## src/hw/pct_pkg.sv

```systemverilog
// Constants, field layout and mode types of the preset counter/timer core.
// Assumes a 125 MHz clock; all times are counted in 1 ms ticks.
package pct_pkg;
  localparam int CLK_MHZ = 125;
  localparam int TICK_US = 1000;

  localparam int AW = 5;
  localparam int DW = 32;
  localparam int VW = 16;

  // Times in milliseconds
  localparam logic [15:0] START_DLY_MS = 16'h00F0;  // 240
  localparam logic [15:0] PWR_PV_MS    = 16'h0102;  // 258
  localparam logic [15:0] ACCUM_ERR_MS = 16'h0064;  // 100
  localparam logic [15:0] RST_SHORT_MS = 16'h0005;  // 5
  localparam logic [15:0] RST_LONG_MS  = 16'h0014;  // 20
  localparam logic [15:0] OUT_SLOW_MS  = 16'h0012;  // 18
  localparam logic [15:0] OUT_FAST_MS  = 16'h0004;  // 4
  localparam logic [15:0] COMMIT_MS    = 16'h07D0;  // 2000

  localparam logic [AW-1:0] ADDR_CTRL    = 5'h00;
  localparam logic [AW-1:0] ADDR_SETV    = 5'h04;
  localparam logic [AW-1:0] ADDR_PV      = 5'h08;
  localparam logic [AW-1:0] ADDR_STATUS  = 5'h0C;
  localparam logic [AW-1:0] ADDR_TOTAL   = 5'h10;
  localparam logic [AW-1:0] ADDR_CYCLE   = 5'h14;
  localparam logic [AW-1:0] ADDR_OUTTIME = 5'h18;
  localparam logic [AW-1:0] ADDR_PEND    = 5'h1C;

  localparam int CTRL_TIMER = 0;
  localparam int CTRL_CMODE = 1;
  localparam int CTRL_TREM  = 3;
  localparam int CTRL_STYLE = 4;
  localparam int CTRL_PWR   = 8;
  localparam int CTRL_RW20  = 9;
  localparam int CTRL_FAST  = 10;
  localparam int CTRL_W     = 11;

  localparam logic [10:0] CTRL_RESET    = 11'h000;
  localparam logic [15:0] SV_RESET      = 16'h0000;
  localparam logic [15:0] CYCLE_RESET   = 16'h03E8;
  localparam logic [15:0] OUTTIME_RESET = 16'h01F4;

  typedef enum logic [1:0] {CM_UP, CM_DOWN, CM_UPDOWN} pct_cmode_t;
  typedef enum logic [3:0] {OS_ONE, OS_TWO_SHOT, OS_TWO_HOLD, OS_THREE,
                            OS_FOUR, OS_ACCUM, OS_FLICKER, OS_SIX,
                            OS_SEVEN} pct_ostyle_t;
  typedef enum logic [1:0] {PU_SETTLE, PU_RUN} pct_pu_t;
endpackage

```

## src/hw/pct_sync.sv

```systemverilog
// Two-stage synchroniser for a group of asynchronous pins.
// Assumes every bit is an independent level; no bus coherency.
module pct_sync #(
  parameter int W = 1
) (
  input  wire logic         clk,
  input  wire logic         reset_n,
  input  wire logic [W-1:0] d,
  output logic      [W-1:0] q
);
  logic [W-1:0] meta;

  always_ff @(posedge clk or negedge reset_n) begin
    if (!reset_n) begin
      meta <= '0;
      q    <= '0;
    end else begin
      meta <= d;
      q    <= meta;
    end
  end
endmodule // pct_sync

```

## src/hw/pct_tick.sv

```systemverilog
// Free-running divider giving a one-cycle pulse every N clocks.
// Assumes N of at least 2.
module pct_tick #(
  parameter int N = 125000
) (
  input  wire logic clk,
  input  wire logic reset_n,
  output logic      tick
);
  localparam int CW = $clog2(N);
  localparam logic [CW-1:0] LAST = CW'(N - 1);
  logic [CW-1:0] cnt;

  always_ff @(posedge clk or negedge reset_n) begin
    if (!reset_n) begin
      cnt  <= '0;
      tick <= 1'b0;
    end else begin
      tick <= (cnt == LAST);
      cnt  <= (cnt == LAST) ? '0 : cnt + 1'b1;
    end
  end
endmodule // pct_tick

```

## src/hw/pct_top.sv

```systemverilog
// Control-output and timing core of a preset counter/timer.
// Assumes field pins are asynchronous and software uses the plain port.
// What this block does
// - Power-start timing waits 210-260 ms settle
// - Power-start display begins at 258 ms
// - Accumulative hold power start adds 100 ms error
// - Up or up/down counter: new set value equals count, output on
// - Elapsed timer: present at/above set acts reached
// - Remaining timer: set change shifts present value
// - Counter zero set: on at zero, off in reset
// - Zero set timer: on at start, listed styles
// - Zero set timer: stay off, other listed styles
// - Reset turns output off within configured delay
// - Styles six/seven output delay by speed setting
// - Key edits commit after 2 s or key
// - Counter reset: present to 0 or set value
// - Timer reset: stop, reload, force output off
//
// Decided for this implementation: the register offsets and the plain strobed port.
module pct_top
#(
  parameter int MS_CYCLES = pct_pkg::TICK_US * pct_pkg::CLK_MHZ
) (
  input  wire logic                  clk,
  input  wire logic                  reset_n,
  input  wire logic [pct_pkg::AW-1:0] addr,
  input  wire logic [pct_pkg::DW-1:0] wdata,
  input  wire logic                  we,
  input  wire logic                  re,
  output logic      [pct_pkg::DW-1:0] rdata,
  input  wire logic                  count_in,
  input  wire logic                  dir_in,
  input  wire logic                  start_in,
  input  wire logic                  gate_in,
  input  wire logic                  reset_in,
  input  wire logic                  reset_key,
  input  wire logic                  key_level,
  input  wire logic                  key_mode,
  output logic                       ctrl_out
);
  import pct_pkg::*;

  logic [7:0]    pins_s;
  logic          ms_tick;
  logic          cnt_prev;
  logic          start_prev;
  logic          key_prev;
  logic [10:0]   ctrl;
  logic [VW-1:0] sv;
  logic [VW-1:0] sv_pend;
  logic          pend;
  logic [VW-1:0] idle_ms;
  logic [VW-1:0] cycle_ms;
  logic [VW-1:0] outtime_ms;
  logic [VW-1:0] pv;
  logic [DW-1:0] total;
  pct_pu_t       pu_state;
  logic [VW-1:0] pu_ms;
  logic          running;
  logic          reach_l;
  logic [VW-1:0] rst_ms;
  logic [VW-1:0] dly_ms;
  logic [VW-1:0] os_ms;
  logic [VW-1:0] phase_ms;

  pct_sync #(
    .W (8)
  ) u_sync (
    .clk     (clk),
    .reset_n (reset_n),
    .d       ({count_in, dir_in, start_in, gate_in, reset_in, reset_key,
               key_level, key_mode}),
    .q       (pins_s)
  );

  pct_tick #(
    .N (MS_CYCLES)
  ) u_tick (
    .clk     (clk),
    .reset_n (reset_n),
    .tick    (ms_tick)
  );

  wire count_s = pins_s[7];
  wire dir_s   = pins_s[6];
  wire start_s = pins_s[5];
  wire gate_s  = pins_s[4];
  wire rst_raw = pins_s[3] | pins_s[2];
  wire key_s   = pins_s[1] | pins_s[0];

  wire         is_timer = ctrl[CTRL_TIMER];
  wire         t_rem    = ctrl[CTRL_TREM];
  wire         pwr_st   = ctrl[CTRL_PWR];
  pct_cmode_t  cmode;
  pct_ostyle_t style;
  assign cmode = pct_cmode_t'(ctrl[CTRL_CMODE +: 2]);
  assign style = pct_ostyle_t'(ctrl[CTRL_STYLE +: 4]);

  wire count_rise = count_s & ~cnt_prev;
  wire start_rise = start_s & ~start_prev;
  wire key_rise   = key_s & ~key_prev;
  wire started    = (pu_state == PU_RUN);

  // Reset only acts once it has been held for the configured width
  wire [VW-1:0] rst_lim = ctrl[CTRL_RW20] ? RST_LONG_MS : RST_SHORT_MS;
  wire          rst_eff = rst_raw && (rst_ms >= rst_lim);

  wire [VW-1:0] rst_val = (!is_timer && cmode == CM_DOWN) ? sv :
                          (is_timer && t_rem) ? sv : '0;

  // Commit on a level/mode key edge or after two idle seconds
  wire commit = pend && (key_rise || idle_ms >= COMMIT_MS);

  // Power start in accumulative hold loses part of the startup window
  wire [VW-1:0] pwr_pv = (style == OS_ACCUM) ?
                         PWR_PV_MS - ACCUM_ERR_MS : PWR_PV_MS;
  wire pwr_go = (pu_state == PU_SETTLE) && ms_tick &&
                (pu_ms + 16'h0001 >= START_DLY_MS);
  wire pwr_load = pwr_go && is_timer && pwr_st;

  wire cnt_ok = !is_timer && started && !rst_eff && count_rise &&
                (cmode == CM_UPDOWN || !dir_s);
  wire cnt_dn = (cmode == CM_DOWN) || (cmode == CM_UPDOWN && dir_s);
  wire tim_ok = is_timer && running && !rst_eff && !gate_s && ms_tick;

  logic [VW-1:0] next_pv;
  always_comb begin
    next_pv = pv;
    if (rst_eff) begin
      next_pv = rst_val;
    end else if (pwr_load) begin
      if (!t_rem) begin
        next_pv = pwr_pv;
      end else begin
        next_pv = (sv > pwr_pv) ? sv - pwr_pv : '0;
      end
    end else if (commit && is_timer && t_rem) begin
      // Shift by the set value change, clamped at zero
      if (sv_pend >= sv) begin
        next_pv = pv + (sv_pend - sv);
      end else begin
        next_pv = (pv > sv - sv_pend) ? pv - (sv - sv_pend) : '0;
      end
    end else if (cnt_ok) begin
      next_pv = cnt_dn ? pv - 16'h0001 : pv + 16'h0001;
    end else if (tim_ok) begin
      if (t_rem) begin
        next_pv = (pv != '0) ? pv - 16'h0001 : pv;
      end else begin
        next_pv = (pv != 16'hFFFF) ? pv + 16'h0001 : pv;
      end
    end
  end

  // Live compare: a changed set value is judged on the next cycle
  wire cnt_hit = (cmode == CM_DOWN) ? (pv == '0) : (pv == sv);
  wire tim_hit = running && (t_rem ? (pv == '0)
                                   : (pv >= sv));
  wire hit = started && !rst_eff && (is_timer ? tim_hit : cnt_hit);

  wire zero_off    = (style == OS_TWO_HOLD) || (style == OS_FOUR) ||
                     (style == OS_FLICKER);
  wire sv_zero_off = is_timer && (sv == '0) && zero_off;
  wire [VW-1:0] out_dly = ctrl[CTRL_FAST] ? OUT_FAST_MS : OUT_SLOW_MS;
  wire          delayed = (style == OS_SIX) || (style == OS_SEVEN);
  wire          one_shot = (style == OS_TWO_SHOT) || (style == OS_SEVEN);
  wire          dly_ok  = !delayed || (dly_ms >= out_dly);
  wire          os_live = os_ms < outtime_ms;

  logic next_out;
  always_comb begin
    next_out = 1'b0;
    if (started && !rst_eff && !sv_zero_off) begin
      unique case (style)
        OS_FOUR:    next_out = running && !reach_l;
        OS_FLICKER: next_out = running && (phase_ms < sv);
        default: begin
          if (one_shot) begin
            next_out = reach_l && dly_ok && os_live;
          end else begin
            next_out = reach_l && dly_ok;
          end
        end
      endcase
    end
  end

  wire sel_ctrl = (addr == ADDR_CTRL);
  wire sel_setv = (addr == ADDR_SETV);
  wire sel_cyc  = (addr == ADDR_CYCLE);
  wire sel_ot   = (addr == ADDR_OUTTIME);
  wire sel_tot  = (addr == ADDR_TOTAL);

  wire [DW-1:0] status = {26'h0000000, pend, rst_eff, started, running,
                          reach_l, ctrl_out};
  logic [DW-1:0] rd_mux;
  always_comb begin
    unique case (addr)
      ADDR_CTRL:    rd_mux = {21'h000000, ctrl};
      ADDR_SETV:    rd_mux = {16'h0000, sv};
      ADDR_PV:      rd_mux = {16'h0000, pv};
      ADDR_STATUS:  rd_mux = status;
      ADDR_TOTAL:   rd_mux = total;
      ADDR_CYCLE:   rd_mux = {16'h0000, cycle_ms};
      ADDR_OUTTIME: rd_mux = {16'h0000, outtime_ms};
      ADDR_PEND:    rd_mux = {16'h0000, sv_pend};
      default:      rd_mux = '0;
    endcase
  end

  always_ff @(posedge clk or negedge reset_n) begin
    if (!reset_n) begin
      rdata <= '0;
    end else begin
      rdata <= re ? rd_mux : '0;
    end
  end

  always_ff @(posedge clk or negedge reset_n) begin
    if (!reset_n) begin
      ctrl       <= CTRL_RESET;
      cycle_ms   <= CYCLE_RESET;
      outtime_ms <= OUTTIME_RESET;
    end else if (we) begin
      if (sel_ctrl) ctrl <= wdata[CTRL_W-1:0];
      if (sel_cyc)  cycle_ms <= wdata[VW-1:0];
      if (sel_ot)   outtime_ms <= wdata[VW-1:0];
    end
  end

  // A software write stands for one keypad edit and restarts idle time
  always_ff @(posedge clk or negedge reset_n) begin
    if (!reset_n) begin
      sv      <= SV_RESET;
      sv_pend <= SV_RESET;
      pend    <= 1'b0;
      idle_ms <= '0;
    end else if (we && sel_setv) begin
      sv_pend <= wdata[VW-1:0];
      pend    <= 1'b1;
      idle_ms <= '0;
    end else if (commit) begin
      sv   <= sv_pend;
      pend <= 1'b0;
    end else if (pend && ms_tick) begin
      idle_ms <= idle_ms + 16'h0001;
    end
  end

  always_ff @(posedge clk or negedge reset_n) begin
    if (!reset_n) begin
      cnt_prev   <= 1'b0;
      start_prev <= 1'b0;
      key_prev   <= 1'b0;
      pv         <= '0;
      ctrl_out   <= 1'b0;
    end else begin
      cnt_prev   <= count_s;
      start_prev <= start_s;
      key_prev   <= key_s;
      pv         <= next_pv;
      ctrl_out   <= next_out;
    end
  end

  // Totaliser keeps counting across present-value resets
  always_ff @(posedge clk or negedge reset_n) begin
    if (!reset_n) begin
      total <= '0;
    end else if (we && sel_tot) begin
      total <= wdata;
    end else if (cnt_ok) begin
      total <= total + 32'h00000001;
    end
  end

  always_ff @(posedge clk or negedge reset_n) begin
    if (!reset_n) begin
      pu_state <= PU_SETTLE;
      pu_ms    <= '0;
    end else if (pu_state == PU_SETTLE) begin
      if (pwr_go) begin
        pu_state <= PU_RUN;
      end else if (ms_tick) begin
        pu_ms <= pu_ms + 16'h0001;
      end
    end
  end

  always_ff @(posedge clk or negedge reset_n) begin
    if (!reset_n) begin
      running <= 1'b0;
    end else if (rst_eff || !is_timer) begin
      running <= 1'b0;
    end else if (pwr_load || (started && !pwr_st && start_rise)) begin
      running <= 1'b1;
    end
  end

  always_ff @(posedge clk or negedge reset_n) begin
    if (!reset_n) begin
      reach_l <= 1'b0;
    end else if (rst_eff) begin
      reach_l <= 1'b0;
    end else if (hit) begin
      reach_l <= 1'b1;
    end else if (!is_timer && cmode == CM_UPDOWN) begin
      reach_l <= 1'b0;
    end
  end

  always_ff @(posedge clk or negedge reset_n) begin
    if (!reset_n) begin
      rst_ms <= '0;
    end else if (!rst_raw) begin
      rst_ms <= '0;
    end else if (ms_tick && rst_ms != 16'hFFFF) begin
      rst_ms <= rst_ms + 16'h0001;
    end
  end

  always_ff @(posedge clk or negedge reset_n) begin
    if (!reset_n) begin
      dly_ms <= '0;
      os_ms  <= '0;
    end else if (!reach_l) begin
      dly_ms <= '0;
      os_ms  <= '0;
    end else if (ms_tick) begin
      if (!dly_ok) dly_ms <= dly_ms + 16'h0001;
      if (dly_ok && os_live) os_ms <= os_ms + 16'h0001;
    end
  end

  always_ff @(posedge clk or negedge reset_n) begin
    if (!reset_n) begin
      phase_ms <= '0;
    end else if (!running) begin
      phase_ms <= '0;
    end else if (ms_tick) begin
      phase_ms <= (phase_ms + 16'h0001 >= cycle_ms) ? '0
                                                   : phase_ms + 16'h0001;
    end
  end
endmodule // pct_top

```

## config.mk

```make
export PLATFORM = sky130hd
export DESIGN_NAME = pct_top
export DESIGN_NICKNAME = d
export VERILOG_FILES = /design/src/hw/pct_pkg.sv /design/src/hw/pct_sync.sv /design/src/hw/pct_tick.sv /design/src/hw/pct_top.sv
export SDC_FILE = /design/constraint.sdc
export NUM_CORES = 1
export LEC_CHECK = 0
export BUFFER_PORTS_ARGS = -buffer_cell sky130_fd_sc_hd__buf_2
export CORE_MARGIN = 1
export CORE_UTILIZATION = 30
export CTS_BUF_LIST = sky130_fd_sc_hd__clkbuf_8 sky130_fd_sc_hd__clkbuf_16
export CTS_CLUSTER_SIZE = 30
export DETAILED_ROUTE_END_ITERATION = 16
export PLACE_DENSITY = 0.42
export SLEW_MARGIN = 10
export SYNTH_ARGS = -nofsm -noshare
export SYNTH_HDL_FRONTEND = slang
export SYNTH_SLANG_ARGS = --single-unit
```

## constraint.sdc

```tcl
create_clock -name clk -period 5.6 [get_ports clk]
set_clock_uncertainty 0.2 [all_clocks]
set_input_delay 0.56 -clock clk [delete_from_list [all_inputs] [get_ports clk]]
set_output_delay 0.56 -clock clk [all_outputs]
set_load 0.02 [all_outputs]
```

==> results.ini <==
[run_status]
status = finished clean

[sta]
setup_violations = 0
final.setup.worst_slack_ns = 0.3766
report.final.slew_viol_count = 0
fin_crit_sh_pct = 93.28
hold_violations = 0
hold_ws_ns = 0.04282
max_slew_margin_pct = 15.51
worstMarginPinSlew_ns = 1.265
fmax_mhz = 191.4
min_period_ns = 5.223
setup_tns_ns = 0
rsz0062_at_grt = false

[power]
switching_power_mw = 3.759
power.share.clock_pct = 29.5
power_mw = 9.332
swShare_pct = 40.28
leakage_nw = 10.25
ir_worst_vdd_mv = 0.2023
seq_power_share_pct = 28.3
powerDensity_mw_per_mm2 = 420.2
combPwrFrac_pct = 42.2
intPower_mw = 5.573

[grt]
grt_busiest_layer = met2
use_met1_pct = 29.28
use_met2_pct = 32.04
grt_max_degree = 88
grt_pass1_wl_mm = 99.97
grt_pass1_vias = 15980
met3_usage_pct = 2.909
groute.usage.overall_pct = 20.38
antenna_found_initial = 5
globalRoute.totalOverflow = 0

[worst_setup_path]
slowest_delay_ns = 0.54
r2r_cells = 21
critical_path.most_common_cell = o21ai_0
slowest_stage = a211oi_1
regToRegSetupSlack_ns = 0.38
critPathKind = reg -> reg
worstReg2RegEnd = pv[15]
path_cells = inv_1 -> ha_1 -> o21ai_0 -> a21boi_0 -> o21ai_0 -> a211oi_1 -> a31oi_1 -> o31ai_1 -> a21oi_1 -> xor2_1 -> ha_1 -> nand4_1 -> or3_1 -> o211a_1 -> o21ai_0 -> nand2_1 -> nand2_1 -> buf_4 -> a31o_2 -> o211ai_1 -> a31o_2
endpoint_kind = register
critPathMaxFanout = 11
cp_data_arrival_time_ns = 5.48
start_kind = register
r2r_start = sv[2]
cp_top_family = compound AO/OA/AOI/OAI gates
cp_num_buf_inv = 2
worstPathRequired_ns = 5.85

[synthesis]
ys_types = 81
synth_nets = 2330
syn_area_per_cell_sq_um = 9.069
yosysMostFrequentCell = dfrtp_1
synth.area.top_cells = dfrtp_1, ha_1, xnor2_1
seq_area_frac_synth_pct = 38.27
yosysTopAreaCellShare_pct = 36.63
yosys_register_bits = 293
synth_top_cells_by_count = dfrtp_1, nand2_1, nor2_1, inv_1, ha_1
ys_async_sr_fraction_pct = 100.0
yosysTopAreaCell = dfrtp_1
ys.flop_type = dfrtp_1
synthCells = 2117
ys.warnings.count = 0
synth-edff-count = 0
synthesis.area_sq_mm = 0.01920

[clock_tree]
clk_latency_ns = 0.58
cts_tree = done
cts_buffers = 40
clkSlewWorstSetupHoldPaths_ns = 0.06
clockRootBuffer = clkbuf_16
htreeDepth = 2
clockBufferDepth = 3
cts_sinks = 293

[drt]
wirelength_mm = 65.69
first_pass_iters = 7
vias_per_cell = 5.291
drt_iter0_drc = 1136
drc = 0
drtAntennaViolNets = 0
via_count = 16360
wl_per_cell_um = 21.25

[min_path]
holdCritPathClass = in -> reg
worstHoldEndpoint = total[29]
hold_depth = 3
min_from = wdata[29]

[cells_and_area]
fillers = 6588
final_nets = 2426
fin_util_pct = 35.14
drive_gt1_share_pct = 12.48
fin_area_sq_mm = 0.02221
fin_cells = 3091
syn_to_final_growth_pct = 15.69

[floorplanning]
io_pins = 82
core_area_sq_mm = 0.06320
num_rows = 92
start_util_pct = 30.38
die_w_um = 255.0
die_area_sq_mm = 0.06501
die_y_um = 255.0

[placed_design]
dp_slack_ns = 0.4856
io_buffers = 81
globalplace.congestion = 0.9166
dp.final_hpwl_mm = 49.31
placed_cell_area_sq_mm = 0.02069
dp_cells = 3008

[flow_run]
max_cap_viol_count = 0

## area by class of cell
type	instances	area [sq um]	share of cell area, %
Tap cell	846	1059	4.766
Timing Repair Buffer	135	843.3	3.797
Clock inverter	23	275.3	1.239
Sequential cell	293	7347	33.08
Clock buffer	50	1150	5.177
Inverter	153	574.3	2.586
Multi-Input combinational cell	1590	10960	49.34
Antenna cell	1	2.502	0.01127
## layer usage
layer,up-vias,wire [um],share of wire (%)
li1,7712,-,-
met1,8121,31390,48
met2,425,29660,45
met3,91,3306,5.0
met4,6,1309,2.0
met5,-,24,0.037
## repair_timing
item | 4_1_cts | 5_1_grt
hold endpoints to repair | 88 | 0
gates resized for setup | 0 | 1
setup buffers | 0 | 0
endpoints found under the setup margin | 0 | 3
hold buffers | 9 | 0
## cells by family after synthesis
family,count (synthesis),share of synthesized area (%)
compound gates,482,16.43
simple gates,730,18.72
flops,293,38.27
xor+xnor,152,6.934
buf+inv,234,4.738
fa+ha+maj,164,11.39
mux,62,3.519
## state kept, by name, indices dropped and copies added, names as in the netlist, 8 cells and up
register     cells
dly_ms          16
u_sync.meta      8
u_sync.q         8
ctrl            11
rdata           32
outtime_ms      16
sv_pend         16
pv              16
os_ms           16
rst_ms          16
pu_ms           16
cycle_ms        16
total           32
idle_ms         16
sv              16
phase_ms        16
u_tick.cnt      17
## tightest hold or removal path: cells and delay by family
family                 cells  cell delay (ns)
and+or+nand+nor            1             0.03
buffers and inverters      1             0.07
AOI/OAI and AO/OA          1             0.10
## power groups by stage
stage               Sequential [mW]  Clock [mW]  Combinational [mW]
finish                         2.64        2.76                3.94
global route                   2.67        2.91                4.34
detailed placement             2.67           0                3.88
CTS                            2.64        2.84                3.92
global placement               2.67           0                3.88
floorplan                      2.56           0                2.72
## worst max-delay path by stage
| stage | startpoint | to | slack [ns] | cells after the start |
|---|---|---|---|---|
| after floorplan | sv[1] | pv[15] | 0.71 | 23 |
| after global placement | sv[0] | pv[15] | 0.54 | 25 |
| after detailed placement | sv[0] | pv[15] | 0.49 | 25 |
| after CTS | sv[0] | pv[15] | 0.45 | 25 |
| after global routing | sv[1] | pv[2] | 0.05 | 22 |
| final | sv[2] | pv[15] | 0.38 | 21 |
## placed cells by master, fill, tap and decap left out, types with 19 or more instances in the layout
cell type / instances
a22oi_1: 41
nand4_1: 40
clkbuf_16: 41
nand2_1: 197
nand2b_1: 33
buf_2: 80
inv_1: 158
and3_1: 53
a21o_1: 30
and2_1: 20
mux2_2: 44
a211oi_1: 19
buf_4: 45
a21oi_1: 119
xor2_1: 65
ha_1: 146
o21ai_0: 96
a31oi_1: 36
nor3_1: 38
nand3_1: 71
nor2b_1: 21
nor2_1: 173
dfrtp_1: 281
xnor2_1: 87
Power figures use the tool's default switching activity.
